File: config.mk
export PLATFORM = sky130hd
export DESIGN_NAME = fpnro_top
export DESIGN_NICKNAME = d
export VERILOG_FILES = /design/src/rtl/fpnro_pkg.sv /design/src/rtl/fpnro_ovl_if.sv /design/src/rtl/fpnro_rst_sync.sv /design/src/rtl/fpnro_overlay.sv /design/src/rtl/fpnro_top.sv
export SDC_FILE = /design/constraint.sdc
export NUM_CORES = 1
export LEC_CHECK = 0
export ABC_AREA = 1
export BUFFER_PORTS_ARGS = -buffer_cell sky130_fd_sc_hd__buf_2
export CORE_MARGIN = 2
export CORE_UTILIZATION = 40
export DETAILED_ROUTE_END_ITERATION = 8
export PLACE_DENSITY = 0.71
export REMOVE_ABC_BUFFERS = 1
export SYNTH_ARGS = -nofsm -noshare
export SYNTH_HDL_FRONTEND = slang
export SYNTH_SLANG_ARGS = --single-unit
File: constraint.sdc
create_clock -name sys_clk -period 2.29 [get_ports sys_clk]
set_input_delay 0.458 -clock sys_clk [delete_from_list [all_inputs] [get_ports sys_clk]]
set_output_delay 0.458 -clock sys_clk [all_outputs]
set_load 0.01 [all_outputs]
File: src/rtl/fpnro_pkg.sv
// Constants and types shared by the flash protection and overlay block.
//
// Behaviour
// - Software protection ignores program-go and erase-go; no program or erase mode.
// - Emulation lock protects all blocks from program and erase; verify still works.
// - Block select gives erase protection only; programming and verify stay allowed.
// - Block select of all zeros leaves every block erase-protected.
// - Overlay RAM stays writable while emulation lock protects the flash.
// - A malfunction during program or erase sets the fault flag to one.
// - Fault keeps control and block select values but aborts the operation at once.
// - With fault set, go bits start nothing; verify bits still enter verify mode.
// - Only external reset pin, watchdog reset or hardware standby clear the fault.
// - Registers stay writable under fault; software standby initialises both.
// - Only the defined fault conditions raise the fault flag.
// - Either go bit set blocks the non-maskable interrupt.
// - Boot mode blocks the non-maskable interrupt until the branch into RAM.
// - Fault, and go bits held during RAM emulation, also block the interrupt.
// - Interrupt blocking applies only in on-board programming mode.
// - After the boot branch the interrupt passes except while a go bit is held or the fault flag is set.
// - A RAM window overlays a small flash block chosen by a three-bit field.
// - Overlaid flash addresses and the original RAM window reach the same RAM.
// - Target two maps the window onto the third small block's range.
// - Blocking lifts on cleared go bits, standby, pin low or software enable zero.
// - Any reset and standby initialise control and block select; flash protected.
package fpnro_pkg;

    // ==========================================================
    // Register offsets (byte addresses on the register bus).
    localparam logic [4:0] FPNRO_OFS_CTRL = 5'h00;
    localparam logic [4:0] FPNRO_OFS_BSEL = 5'h04;
    localparam logic [4:0] FPNRO_OFS_OVL = 5'h08;
    localparam logic [4:0] FPNRO_OFS_STAT = 5'h0c;

    // ==========================================================
    // Field positions.
    localparam int FPNRO_CTRL_PGO = 0;
    localparam int FPNRO_CTRL_EGO = 1;
    localparam int FPNRO_CTRL_PVER = 2;
    localparam int FPNRO_CTRL_EVER = 3;
    localparam int FPNRO_CTRL_SWEN = 4;
    localparam int FPNRO_OVL_LOCK = 0;
    localparam int FPNRO_OVL_TGT_LSB = 1;
    localparam int FPNRO_STAT_FAULT = 7;

    // ==========================================================
    // Reset values.
    localparam logic [7:0] FPNRO_CTRL_RST = 8'h00;
    localparam logic [7:0] FPNRO_BSEL_RST = 8'h00;
    localparam logic [7:0] FPNRO_OVL_RST = 8'h00;

    // ==========================================================
    // Overlay window geometry.
    localparam logic [19:0] FPNRO_RAM_BASE = 20'hff800;
    localparam int FPNRO_WIN_BITS = 10;

    // ==========================================================
    // Flash operating modes, one-hot.
    typedef enum logic [4:0] {
        FPNRO_IDLE = 5'b00001,
        FPNRO_PROG = 5'b00010,
        FPNRO_ERASE = 5'b00100,
        FPNRO_PVERIFY = 5'b01000,
        FPNRO_EVERIFY = 5'b10000
    } fpnro_mode_t;

endpackage : fpnro_pkg

File: src/rtl/fpnro_ovl_if.sv
// Interface carrying the overlay decode request and result.
`timescale 1ns/10ps
interface fpnro_ovl_if;
    logic [19:0] cpuAddr;
    logic ovlEnable;
    logic [2:0] ovlTarget;
    logic ramHit;
    logic [9:0] ramIndex;

    // The control side supplies the address and overlay setting.
    modport ctrl (output cpuAddr, output ovlEnable, output ovlTarget,
        input ramHit, input ramIndex);
    // The decoder returns the RAM hit and word index.
    modport dec (input cpuAddr, input ovlEnable, input ovlTarget,
        output ramHit, output ramIndex);
endinterface : fpnro_ovl_if

File: src/rtl/fpnro_rst_sync.sv
// Two-flop synchroniser for the release of the active-low reset.
`timescale 1ns/10ps
module fpnro_rst_sync (
    input wire logic clk, // System clock.
    input wire logic rstN, // Asynchronous reset, active low.
    output logic rstSyncN // Reset with synchronised release.
);
    logic stage1_q;

    // Assert at once, release after two clock edges.
    always_ff @(posedge clk or negedge rstN) begin
        if (!rstN) begin
            stage1_q <= 1'b0;
            rstSyncN <= 1'b0;
        end else begin
            stage1_q <= 1'b1;
            rstSyncN <= stage1_q;
        end
    end
endmodule : fpnro_rst_sync

File: src/rtl/fpnro_overlay.sv
// Address decoder that steers an overlaid flash block onto the RAM window.
`timescale 1ns/10ps
module fpnro_overlay
    import fpnro_pkg::*;
(
    input wire logic clk, // System clock.
    input wire logic rstN, // Synchronised reset, active low.
    fpnro_ovl_if.dec ovl // Decode request and registered result.
);
    logic inRamWin;
    logic inFlashWin;
    logic [19:0] flashBase;

    // The target block sits at target times the window size.
    assign flashBase = {7'h00, ovl.ovlTarget, 10'h000};
    assign inRamWin = ovl.cpuAddr[19:FPNRO_WIN_BITS]
        == FPNRO_RAM_BASE[19:FPNRO_WIN_BITS];
    assign inFlashWin = ovl.ovlEnable
        && ovl.cpuAddr[19:FPNRO_WIN_BITS] == flashBase[19:FPNRO_WIN_BITS];

    // Both windows land on the same RAM word, registered.
    always_ff @(posedge clk or negedge rstN) begin
        if (!rstN) begin
            ovl.ramHit <= 1'b0;
            ovl.ramIndex <= 10'h000;
        end else begin
            ovl.ramHit <= inRamWin || inFlashWin;
            ovl.ramIndex <= ovl.cpuAddr[FPNRO_WIN_BITS-1:0];
        end
    end
endmodule : fpnro_overlay

File: src/rtl/fpnro_top.sv
// Flash program and erase protection, interrupt gate and RAM overlay.
`timescale 1ns/10ps
module fpnro_top
    import fpnro_pkg::*;
(
    input wire logic sys_clk, // System clock, 20 MHz.
    input wire logic nrst, // External reset pin, active low.
    // ==========================================================
    // Register bus slave.
    input wire logic [4:0] avsAddress, // Byte address.
    input wire logic avsRead, // Read request.
    input wire logic avsWrite, // Write request.
    input wire logic [31:0] avsWritedata, // Write data.
    input wire logic [3:0] avsByteenable, // Byte lanes.
    output logic [31:0] avsReaddata, // Read data, registered.
    output logic avsWaitrequest, // Stall, combinational.
    // ==========================================================
    // System status inputs.
    input wire logic writeEnablePin, // Flash write-enable pin, high.
    input wire logic onBoardMode, // On-board programming mode.
    input wire logic bootMode, // Boot mode selected.
    input wire logic bootBranch, // Pulse: execution entered RAM boot.
    input wire logic wdtReset, // Pulse: watchdog reset.
    input wire logic softStandby, // Software standby level.
    input wire logic hwStandby, // Hardware standby level.
    input wire logic faultDetect, // Pulse: malfunction detected.
    input wire logic nmiIn, // Non-maskable interrupt request.
    input wire logic [19:0] cpuAddr, // CPU address for overlay.
    // ==========================================================
    // Outputs.
    output logic nmiOut, // Gated interrupt, registered.
    output logic progMode, // Program mode active.
    output logic eraseMode, // Erase mode active.
    output logic progVerifyMode, // Program-verify mode active.
    output logic eraseVerifyMode, // Erase-verify mode active.
    output logic [7:0] eraseBlockEn, // Blocks being erased.
    output logic ramHit, // Access reaches the RAM window.
    output logic [9:0] ramIndex // Word within the RAM window.
);
    // ==========================================================
    // Reset synchroniser.
    logic rstN;

    fpnro_rst_sync fpnro_rst_sync_inst (
        .clk(sys_clk),
        .rstN(nrst),
        .rstSyncN(rstN)
    );

    // ==========================================================
    // Register state.
    logic [7:0] flashCtrl_q;
    logic [7:0] blockSel_q;
    logic [7:0] ramOverlay_q;
    logic faultFlag_q;
    logic bootBranched_q;
    fpnro_mode_t mode_q;
    fpnro_mode_t mode_d;
    logic ack_q;

    // Decoded control bits.
    logic progGo;
    logic eraseGo;
    logic progVerifySel;
    logic eraseVerifySel;
    logic swWriteEnable;
    logic emulationLock;
    logic [2:0] ovlTarget;

    assign progGo = flashCtrl_q[FPNRO_CTRL_PGO];
    assign eraseGo = flashCtrl_q[FPNRO_CTRL_EGO];
    assign progVerifySel = flashCtrl_q[FPNRO_CTRL_PVER];
    assign eraseVerifySel = flashCtrl_q[FPNRO_CTRL_EVER];
    assign swWriteEnable = flashCtrl_q[FPNRO_CTRL_SWEN];
    assign emulationLock = ramOverlay_q[FPNRO_OVL_LOCK];
    assign ovlTarget = ramOverlay_q[FPNRO_OVL_TGT_LSB +: 3];

    // ==========================================================
    // Bus handshake: every access waits exactly one cycle.
    logic busReq;
    logic busDo;
    logic wrLane0;

    assign busReq = avsRead || avsWrite;
    assign avsWaitrequest = busReq && !ack_q;
    assign busDo = busReq && ack_q;
    assign wrLane0 = busDo && avsWrite && avsByteenable[0];

    // The acknowledge toggles so that back-to-back requests each wait.
    always_ff @(posedge sys_clk or negedge rstN) begin
        if (!rstN) begin
            ack_q <= 1'b0;
        end else begin
            ack_q <= busReq && !ack_q;
        end
    end

    // ==========================================================
    // Initialisation of the control and block select registers.
    // Watchdog reset, either standby and the pin going low all clear
    // them, which drops any go bit and so leaves flash protected.
    logic regInit;

    assign regInit = wdtReset || softStandby || hwStandby
        || !writeEnablePin;

    // Control register: writable even under fault.
    always_ff @(posedge sys_clk or negedge rstN) begin
        if (!rstN) begin
            flashCtrl_q <= FPNRO_CTRL_RST;
        end else if (regInit) begin
            flashCtrl_q <= FPNRO_CTRL_RST;
        end else if (wrLane0 && avsAddress == FPNRO_OFS_CTRL) begin
            flashCtrl_q <= {3'h0, avsWritedata[4:0]};
        end
    end

    // Block select register: writable even under fault.
    always_ff @(posedge sys_clk or negedge rstN) begin
        if (!rstN) begin
            blockSel_q <= FPNRO_BSEL_RST;
        end else if (regInit) begin
            blockSel_q <= FPNRO_BSEL_RST;
        end else if (wrLane0 && avsAddress == FPNRO_OFS_BSEL) begin
            blockSel_q <= avsWritedata[7:0];
        end
    end

    // Overlay control: lock bit and three-bit target field.
    always_ff @(posedge sys_clk or negedge rstN) begin
        if (!rstN) begin
            ramOverlay_q <= FPNRO_OVL_RST;
        end else if (wrLane0 && avsAddress == FPNRO_OFS_OVL) begin
            ramOverlay_q <= {4'h0, avsWritedata[3:0]};
        end
    end

    // ==========================================================
    // Fault flag: set only by a malfunction while programming or
    // erasing; cleared only by the reset pin, watchdog reset or
    // hardware standby. Software writes cannot touch it.
    logic faultEvent;

    assign faultEvent = faultDetect
        && (mode_q == FPNRO_PROG || mode_q == FPNRO_ERASE);

    always_ff @(posedge sys_clk or negedge rstN) begin
        if (!rstN) begin
            faultFlag_q <= 1'b0;
        end else if (wdtReset || hwStandby) begin
            faultFlag_q <= 1'b0;
        end else if (faultEvent) begin
            faultFlag_q <= 1'b1;
        end
    end

    // ==========================================================
    // Boot branch: marks that execution has reached RAM boot code.
    always_ff @(posedge sys_clk or negedge rstN) begin
        if (!rstN) begin
            bootBranched_q <= 1'b0;
        end else if (wdtReset || hwStandby) begin
            bootBranched_q <= 1'b0;
        end else if (bootBranch) begin
            bootBranched_q <= 1'b1;
        end
    end

    // ==========================================================
    // Protection terms.
    logic hwAllow;
    logic progAllowed;
    logic eraseAllowed;
    logic verifyAllowed;

    // Hardware gate: pin high and software enable set.
    assign hwAllow = writeEnablePin && swWriteEnable;
    // Programming is not blocked by block select, only by the hardware gate, lock and fault.
    assign progAllowed = progGo && hwAllow && !emulationLock
        && !faultFlag_q && !faultEvent;
    // Erasing also needs a selected block.
    assign eraseAllowed = eraseGo && hwAllow && !emulationLock
        && !faultFlag_q && !faultEvent
        && (blockSel_q != FPNRO_BSEL_RST);
    // Verify ignores lock, block select and fault.
    assign verifyAllowed = hwAllow;

    // ==========================================================
    // Mode selection. Program has priority over erase, and verify is
    // entered only when no go bit is set. A fault aborts at once.
    always_comb begin
        mode_d = FPNRO_IDLE;
        if (progAllowed) begin
            mode_d = FPNRO_PROG;
        end else if (eraseAllowed && !progGo) begin
            mode_d = FPNRO_ERASE;
        end else if (!progGo && !eraseGo && verifyAllowed) begin
            if (progVerifySel) begin
                mode_d = FPNRO_PVERIFY;
            end else if (eraseVerifySel) begin
                mode_d = FPNRO_EVERIFY;
            end
        end
    end

    // Mode register; the fault abort is folded into mode_d.
    always_ff @(posedge sys_clk or negedge rstN) begin
        if (!rstN) begin
            mode_q <= FPNRO_IDLE;
        end else begin
            mode_q <= mode_d;
        end
    end

    // Mode outputs decoded from the one-hot state.
    always_comb begin
        progMode = 1'b0;
        eraseMode = 1'b0;
        progVerifyMode = 1'b0;
        eraseVerifyMode = 1'b0;
        unique case (mode_q)
            FPNRO_IDLE: begin
            end
            FPNRO_PROG: begin
                progMode = 1'b1;
            end
            FPNRO_ERASE: begin
                eraseMode = 1'b1;
            end
            FPNRO_PVERIFY: begin
                progVerifyMode = 1'b1;
            end
            FPNRO_EVERIFY: begin
                eraseVerifyMode = 1'b1;
            end
            default: begin
            end
        endcase
    end

    // Erase strobes reach only the selected blocks in erase mode.
    always_ff @(posedge sys_clk or negedge rstN) begin
        if (!rstN) begin
            eraseBlockEn <= 8'h00;
        end else if (mode_d == FPNRO_ERASE) begin
            eraseBlockEn <= blockSel_q;
        end else begin
            eraseBlockEn <= 8'h00;
        end
    end

    // ==========================================================
    // Non-maskable interrupt gate, only in on-board programming mode.
    logic goHeld;
    logic bootBlock;
    logic nmiBlock;

    // Go bits block only while the pin is high and software enable set.
    assign goHeld = (progGo || eraseGo) && hwAllow;
    assign bootBlock = bootMode && !bootBranched_q;
    assign nmiBlock = onBoardMode && !softStandby && !hwStandby
        && (goHeld || faultFlag_q || bootBlock);

    always_ff @(posedge sys_clk or negedge rstN) begin
        if (!rstN) begin
            nmiOut <= 1'b0;
        end else begin
            nmiOut <= nmiIn && !nmiBlock;
        end
    end

    // ==========================================================
    // RAM overlay decode. The lock bit also switches the window on,
    // and RAM writes through it stay accepted under emulation lock.
    fpnro_ovl_if uOvlIf ();

    assign uOvlIf.cpuAddr = cpuAddr;
    assign uOvlIf.ovlEnable = emulationLock;
    assign uOvlIf.ovlTarget = ovlTarget;
    assign ramHit = uOvlIf.ramHit;
    assign ramIndex = uOvlIf.ramIndex;

    fpnro_overlay fpnro_overlay_inst (
        .clk(sys_clk),
        .rstN(rstN),
        .ovl(uOvlIf.dec)
    );

    // ==========================================================
    // Read data: status shows fault, mode and gate state.
    logic [7:0] statusWord;
    logic [7:0] readMux;

    assign statusWord = {faultFlag_q, 1'b0, bootBranched_q, nmiBlock,
        mode_q[4], mode_q[3], mode_q[2], mode_q[1]};

    // Unmapped addresses read as zero.
    always_comb begin
        readMux = 8'h00;
        unique case (avsAddress)
            FPNRO_OFS_CTRL: begin
                readMux = flashCtrl_q;
            end
            FPNRO_OFS_BSEL: begin
                readMux = blockSel_q;
            end
            FPNRO_OFS_OVL: begin
                readMux = ramOverlay_q;
            end
            FPNRO_OFS_STAT: begin
                readMux = statusWord;
            end
            default: begin
                readMux = 8'h00;
            end
        endcase
    end

    // Read data is captured in the wait cycle and stands at the
    // edge where waitrequest is low.
    always_ff @(posedge sys_clk or negedge rstN) begin
        if (!rstN) begin
            avsReaddata <= 32'h0000_0000;
        end else if (avsRead && !ack_q) begin
            avsReaddata <= {24'h000000, readMux};
        end
    end

endmodule : fpnro_top

== Word-level counts from Yosys, hierarchy flattened ==
Cells that the tools add are included.
Word-level totals
  word-level logic and storage cells: 99
  input bits: 74
  flip-flop bits (word level): 58
Operators by class
  equal/unequal tests: 10
  multiplexer cells: 19
  reductions and logical operators: 56
Operators by type and width (count)
  $mux 8: 5
  $pmux 8 s4: 1
  $logic_and 1x1->1: 29
  $mux 5: 5
  $eq 5x3->1 const B: 3
  $eq 5x4->1 const B: 3
  $logic_not 1->1: 11
  $eq 10x10->1 const B: 1
  $eq 10x3->1: 1
  $logic_or 1x1->1: 10
  $mux 1: 8
  $reduce_bool 2->1: 4
  $reduce_bool 8->1: 1
  $eq 5x2->1 const B: 1
  $eq 5x5->1 const B: 1
  $logic_not 5->1: 1

== Logic depth before layout (Yosys ltp) ==
Gate-level depths: netlist of run 1.
  depth after elaboration: 11
  depth in mapped cells: 9
  gate-level depth less buffers: 8

== Cells and area by module ==
From an unflattened synthesis of run 1, not the netlist that was laid out.
Second synthesis, totals
  cells, all modules: 317
  area total of the unflattened synthesis: 2667.6 sq um
Modules (own cells, without submodules)
  fpnro_top: cells an instance 269, instances 1, area each 2203.4 sq um
  fpnro_overlay: cells an instance 45, instances 1, area each 410.4 sq um
  fpnro_rst_sync: cells an instance 3, instances 1, area each 53.8 sq um

== Worst setup path after synthesis of run 1 ==
Ideal clock, no wire load.
  path kind: register to output
  from: register mode_q[1]
  to: output port eraseVerifyMode
  data required time: 1832 ps
  stages on the path, launching flop included: 4
  arrival: 904 ps
  setup slack: 928 ps
  path buffers: 0
  cell sequence: dfrtp_1 nor2_1 inv_1 nor4_1
On the way
  word-level cells in the longest chain between the ends: 2
Ends and longest elaborated chain
  start, declared: RTL line fpnro_top.sv:57  | fpnro_mode_t mode_q;
  start signal, assigned: RTL line fpnro_top.sv:211  | mode_q <= mode_d;
  $eq 5x5->1: RTL line fpnro_top.sv:221  | unique case (mode_q)
  $mux 1: RTL line fpnro_top.sv:221
  end, declared: RTL line fpnro_top.sv:35  | output logic eraseVerifyMode,
Every way passes these cells.

== Final worst setup path of run 1 ==
Ends and elaborated chain as after synthesis.

==> results of run 1 <==
-- sequential cells by signal, indices dropped and copies added (netlist names), 4 cells and up --
| register | flops |
|---|---|
| mode_q | 5 |
| blockSel_q | 8 |
| flashCtrl_q | 5 |
| avsReaddata | 8 |
| eraseBlockEn | 8 |
| fpnro_overlay_inst.ovl.ramIndex | 10 |
| ramOverlay_q | 4 |
-- how the worst max path moves through the flow --
stage	startpoint	end
2_1_floorplan	fpnro_rst_sync_inst.rstSyncN	ack_q
6_report	mode_q[1]	eraseVerifyMode
4_1_cts	mode_q[1]	eraseVerifyMode
5_1_grt	mode_q[1]	eraseVerifyMode
3_3_place_gp	avsAddress[4]	ramOverlay_q[0]
3_5_place_dp	avsAddress[4]	ramOverlay_q[1]
-- placed cells by master, fill, tap and decap left out, drive strengths merged, types with 2 or more instances in the layout --
| master | count |
|---|---|
| nor2 | 39 |
| conb | 25 |
| clkinv | 2 |
| a21oi | 4 |
| nand4 | 22 |
| buf | 83 |
| o22ai | 4 |
| dfrtp | 54 |
| inv | 41 |
| o21ai | 19 |
| nand3 | 14 |
| clkbuf | 5 |
| nor3 | 2 |
| nor4 | 3 |
| nand2 | 65 |
-- area by class of cell --
| cell class | instances | area, µm² |
|---|---|---|
| Sequential cell | 55 | 1380 |
| Clock inverter | 3 | 22.5 |
| Inverter | 40 | 150 |
| Tap cell | 77 | 96.3 |
| Multi-Input combinational cell | 201 | 946 |
| Timing Repair Buffer | 84 | 435 |
| Fill cell | 614 | 3250 |
| Clock buffer | 5 | 68.8 |
-- metal layers --
layer	up-vias	share of wire, %	track usage [%]
met5	-	0	0
met4	0	2.0	7.50
met1	1012	44	20.9
met2	68	49	28.1
met3	10	5.2	3.02
li1	1089	-	-
-- through the flow --
stage               instance area (µm²)  cells
finish                             3100    465
global route                       3100    465
CTS                                3100    465
detailed placement                 3000    456
global placement                   3000    456
floorplan                          2470    296
-- report_power, final --
part	switching, µW	leakage, µW	total (µW)	internal, µW
clock network	325	0.0000485	545	220
logic	113	0.000952	177	63.4
registers	25.5	0.000718	1020	997
total	463	0.00172	1740	1280
-- synth_stat cells --
library cell / instances
nand2_1: 63
dfrtp_1: 54
inv_1: 39
nor2_1: 34
buf_4: 28
nand4_1: 22
o21ai_0: 14
nand3_1: 13
o21ai_2: 5
a21oi_1: 4
o22ai_1: 4
buf_2: 3
nor2_4: 3
nor4_1: 3
conb_1: 2
nand2_2: 2
nor2_2: 2
nor3_1: 2
a21boi_0: 1
dfstp_2: 1
inv_2: 1
nand3_2: 1
nand3b_1: 1
o31ai_1: 1
or2_0: 1
-- timing repair --
item	CTS	global route
hold endpoints to repair	2	0
gates resized for setup	0	0
hold buffers	1	0
-- worst max-delay path: stages (launching register included) --
cell     delay [ns]
dfrtp_1        0.41
nor2_1         0.14
inv_1          0.07
nor4_1         0.16
buf_2          0.18
-- logic make-up after synthesis --
| family | Yosys count |
|---|---|
| compound gates | 29 |
| buf+inv | 71 |
| flops | 55 |
| other cells | 2 |
| simple gates | 147 |
==> results.cfg, run 1 <==
[grt]
grt_pass1_vias = 2122
antenna_found_initial = 0
grt_pass1_wl_mm = 9.65
grt_max_degree = 28
grt-ovfl-total = 0
grt_use_total_pct = 16.6

[worst_setup_path]
path_max_fanout = 3
ff2ff_setup_slack_ns = 0.98
cp.required_ns = 1.83
endpoint_kind = output pin
critPathLaunchType = register
r2r-start = mode_q[1]
r2r-end = mode_q[0]
rr_worst_depth = 7
arrival_ns = 1.27
path_class = register to output pin

[pwr]
ir_drop_mv = 0.282
total_power_uw = 1740
powerDensity_mw_per_mm2 = 563
cellLeakagePower_uw = 0.00172

[drt]
first_pass_iters = 4
drt_iter0_drc = 116
detail-route-antenna-nets = 0
post_drt_wl_per_cell_um = 12.3
drc = 0
vias = 2179
avgViaCountPerCell = 4.69
wl_mm = 5.71

[sta]
finalMaxSlewViolations = 0
slew_headroom_pct = 55.5
worst_slew_pin_slew_ns = 0.665
rsz0062_at_grt = false
finalSetupViolCount = 0
finalWorstSetupSlack_ns = 0.564
max_freq_mhz = 579
period_minus_slack_ns = 1.73
finalHoldViolCount = 0
timing.final.crit_share_pct = 75.4
holdWs_ns = 0.244
clock_skew_ns = 0.00942
tns_ns = 0

[yosys]
synth_xor_area_share_pct = 0
yosysTopAreaCell = dfrtp_1
ys_warn_count = 0
ys_seq_area_share_pct = 52.7
synth-simple-area-share_pct = 26.0
synth_cell_types = 25
synth_top_family_by_area = simple AND/OR/NAND/NOR gates
ys_top_cells_by_area = dfrtp_1 52%, nand2_1 9.1%, buf_4 8.0%, inv_1 5.6%, nand4_1 5.3%
postSynthCellCount = 304
muxShareOfSynthArea_pct = 0
yosys_register_bits = 55
synth_adder_area_share_pct = 0
syn_area_mm2 = 0.00261
synth-compound-area-share_pct = 6.66
synth.avg_cell_area_um2 = 8.59
synth_top_area_share_pct = 51.7

[placed_design]
port_buffers = 79
dp_slack_ns = 0.467
hpwl_mm = 4.54
place.gp.congestion = 0.846

[cells_and_area]
final_util_pct = 48.8
drive_gt1_share_pct = 27.6
nets = 461
diodes = 0
area_delta_synth_final_pct = 18.6

[hold_path]
worstHoldStart = cpuAddr[6]
hp-class = input port to register
whs_endpoint = fpnro_overlay_inst.ovl.ramIndex[6]
min_path_cells = 1

[clocking]
insertion_delay_ns = 0.31
clkTransAtPathRegs_ns = 0.10
cts_root_buf = clkbuf_8
clock_path_buffers = 2
clock-sinks = 55
numCtsBuffers = 5
h-tree-depth = 2
cts_tree = yes
postCtsSetupBuffers = 0

[floorplanning]
fp-row-count = 29
die-area_mm2 = 0.00719
die_w_um = 84.8
io_pins = 131
start_util_pct = 41.1
dieHeight_um = 84.8
core_area_mm2 = 0.00635

[outcome]
status = completed

[flow_run]
max-cap-violations = 0
Note: power is estimated with default switching activity, not from simulation.
==> run 2, diff against run 1 <==
Settings changed: ABC_AREA 1 to 0, PLACE_DENSITY 0.71 to 0.75.
Clock period 2.29 ns to 1.43 ns, I/O delays scaled along.
==> run 2 against run 1 <==
Largest power group unchanged. Critical path type unchanged. Total power is 60% higher. Highest routed layer unchanged. Design area is 7.4% higher. Synthesized area is 6.2% lower. Routed wire length is 2.6% higher. Final cell count is 13% lower. Setup slack worse by 0.81 ns. Register-to-register slack worse by 1.1 ns. Non-clock buffer count is 35 higher. The flow now finishes with violations (setup timing). Clock power is 60% higher.
==> results.cfg, run 2 <==
[outcome]
status = finished with violations
violations = setup timing

[placed_design]
port_buffers = 79
place.gp.congestion = 0.867
hpwl_mm = 4.48

[worst_setup_path]
rr_worst_depth = 6
arrival_ns = 1.39
ff2ff_setup_slack_ns = -0.07
r2r-end = eraseBlockEn[0]
cp_cell_sequence = or3_4, nor3b_2, buf_2
cp_slowest_cell = dfstp_2
path_max_fanout = 3
critPathLaunchType = register
cp.required_ns = 1.14
endpoint_kind = output pin
r2r-start = mode_q[4]
cpPeakStageDelay_ns = 0.39
path_class = register to output pin

[pwr]
power.switching_uw = 708
pwr-share-clk_pct = 31.3
p_seq_share_pct = 58.1
power.internal_uw = 2070
ir_drop_mv = 0.440
cellLeakagePower_uw = 0.00167
p_sw_share_pct = 25.4
powerDensity_mw_per_mm2 = 836
power.combinational.fraction_pct = 10.6

[hold_path]
min_path_cells = 1
worstHoldStart = cpuAddr[4]
whs_endpoint = fpnro_overlay_inst.ovl.ramIndex[4]
hp-class = input port to register

[floorplanning]
die-area_mm2 = 0.00677
start_util_pct = 41.4
fp-row-count = 28
dieHeight_um = 82.3
io_pins = 131
core_area_mm2 = 0.00592
die_w_um = 82.3

[clocking]
cts_tree = yes
cts_root_buf = clkbuf_8
h-tree-depth = 2
insertion_delay_ns = 0.32
numCtsBuffers = 5
clkTransAtPathRegs_ns = 0.11
clock-sinks = 55
clock_path_buffers = 2

[drt]
first_pass_iters = 4
post_drt_wl_per_cell_um = 14.5
drc = 0
drt_iter0_drc = 91
vias = 1976
avgViaCountPerCell = 4.89
wl_mm = 5.86
detail-route-antenna-nets = 0

[sta]
holdWs_ns = 0.0643
clock_skew_ns = 0.0138
tns_ns = -1.50
timing.final.crit_share_pct = 117
rsz0062_at_grt = true
period_minus_slack_ns = 1.67
finalHoldViolCount = 0
finalSetupViolCount = 13
finalWorstSetupSlack_ns = -0.242
finalMaxSlewViolations = 0
max_freq_mhz = 598

[grt]
grt-ovfl-total = 0
grt_use_total_pct = 17.4
grt_pass1_wl_mm = 8.85
antenna_found_initial = 0
grt_pass1_vias = 1888
grt_max_degree = 22

[cells_and_area]
area_delta_synth_final_pct = 35.9
regMostFlops = fpnro_overlay_inst.ovl.ramIndex
mostFrequentLayoutCells = 77 x buf_2, 53 x dfrtp_1, 35 x buf_4
final_common_cell = buf_2
nets = 402
drive_gt1_share_pct = 46.8
diodes = 0
largest_reg_flops = 10

[yosys]
yosysMostFrequentCell = dfrtp_1
ys_seq_area_share_pct = 56.2
syn_area_mm2 = 0.00245
yosys_register_bits = 55
synth_edf_count = 0
ys_top_cells_by_count = 54 x dfrtp_1, 24 x buf_4, 21 x nor2_1
ys_warn_count = 0
synth_top_area_share_pct = 55.2
postSynthCellCount = 209
synth.avg_cell_area_um2 = 11.7
ys_top_cells_by_area = dfrtp_1 55%, buf_4 7.4%, mux2i_1 5.7%, mux2_2 3.7%, nor2_1 3.2%
ys.flop_type = dfrtp_1
yosysTopAreaCell = dfrtp_1
synth_cell_types = 40
async_flop_share_pct = 100

[flow_run]
max-cap-violations = 0
==> run 2: cell count changes in the layout (fill, tap and decap cells not counted), moves of 9 or more <==
cell     delta
nand2_1    -58
mux2i_1    +13
o21ai_0    -14
nand3_1    -12
buf_4      +31
and2_1      +9
nor2_1     -14
inv_1      -37
nand4_1    -21
==> run 2: stage by stage <==
| step | worst slack (ns) | instances | util, % | total power (µW) | instance area (µm²) |
|---|---|---|---|---|---|
| 6_report | -0.242 | 404 | 56.2 | 2780 | 3330 |
| 4_1_cts | -0.271 | 402 | 55.0 | 2790 | 3250 |
| 5_1_grt | -0.301 | 404 | 56.2 | 2890 | 3330 |
| 3_5_place_dp | -0.284 | 389 | 51.8 | 1920 | 3060 |
| 3_3_place_gp | -0.263 | 389 | 51.8 | 1920 | 3060 |
| 2_1_floorplan | -0.213 | 202 | - | 1760 | 2330 |
==> run 2: worst max-delay path, delay by kind of cell (launching register included) <==
family | cells | cell delay [ns]
buf+inv | 1 | 0.14
flops | 1 | 0.39
simple gates | 2 | 0.54
==> run 2: area by class of cell <==
type	instances	area, µm²
Sequential cell	55	1380
Clock inverter	3	23.8
Fill cell	500	2590
Multi-Input combinational cell	144	1020
Inverter	3	11.3
Tap cell	75	93.8
Clock buffer	5	68.8
Timing Repair Buffer	119	734
==> run 2: worst max-delay path by stage <==
stage | cells past startpoint | slack, ns | startpoint | end
floorplan | 0 | -0.21 | fpnro_rst_sync_inst.rstSyncN | ack_q
global placement | 6 | -0.26 | avsAddress[4] | blockSel_q[3]
detailed placement | 6 | -0.28 | avsAddress[4] | blockSel_q[3]
CTS | 3 | -0.27 | mode_q[4] | eraseMode
global route | 3 | -0.30 | mode_q[3] | eraseMode
finish | 3 | -0.24 | mode_q[0] | progVerifyMode
==> run 2: metal layers <==
layer	share of wire, %	global-route usage, %	up-vias
met5	0	0	-
met3	6.5	4.24	7
met2	52	29.7	72
met4	1.3	5.17	0
met1	41	21.8	971
li1	-	-	926
==> run 2: cell families (layout without fill, tap and decap cells) <==
group	count (synthesis)	in the layout	synth area share (%)
other	2	25	0.307
flip-flops	55	55	56.2
buffers and inverters	33	130	9.04
multiplexers	22	22	9.40
XOR/XNOR	4	4	1.43
AO/OA/AOI/OAI	20	20	5.92
AND/OR/NAND/NOR	73	73	17.7
==> run 2: timing repair <==
action	4_1_cts	5_1_grt
endpoints found under the setup margin	14	28
gates resized for setup	11	9
pin swaps	5	8
buffers inserted	4	2
hold buffers	1	0
endpoints found under the hold margin	2	0
==> run 2: power by group through the flow <==
stage / logic, µW / registers, µW / clock network [µW]
final: 295 / 1620 / 871
after global routing: 325 / 1620 / 945
after CTS: 282 / 1620 / 895
after detailed placement: 276 / 1650 / 0
after global placement: 269 / 1650 / 0
after floorplan: 92.5 / 1660 / 0
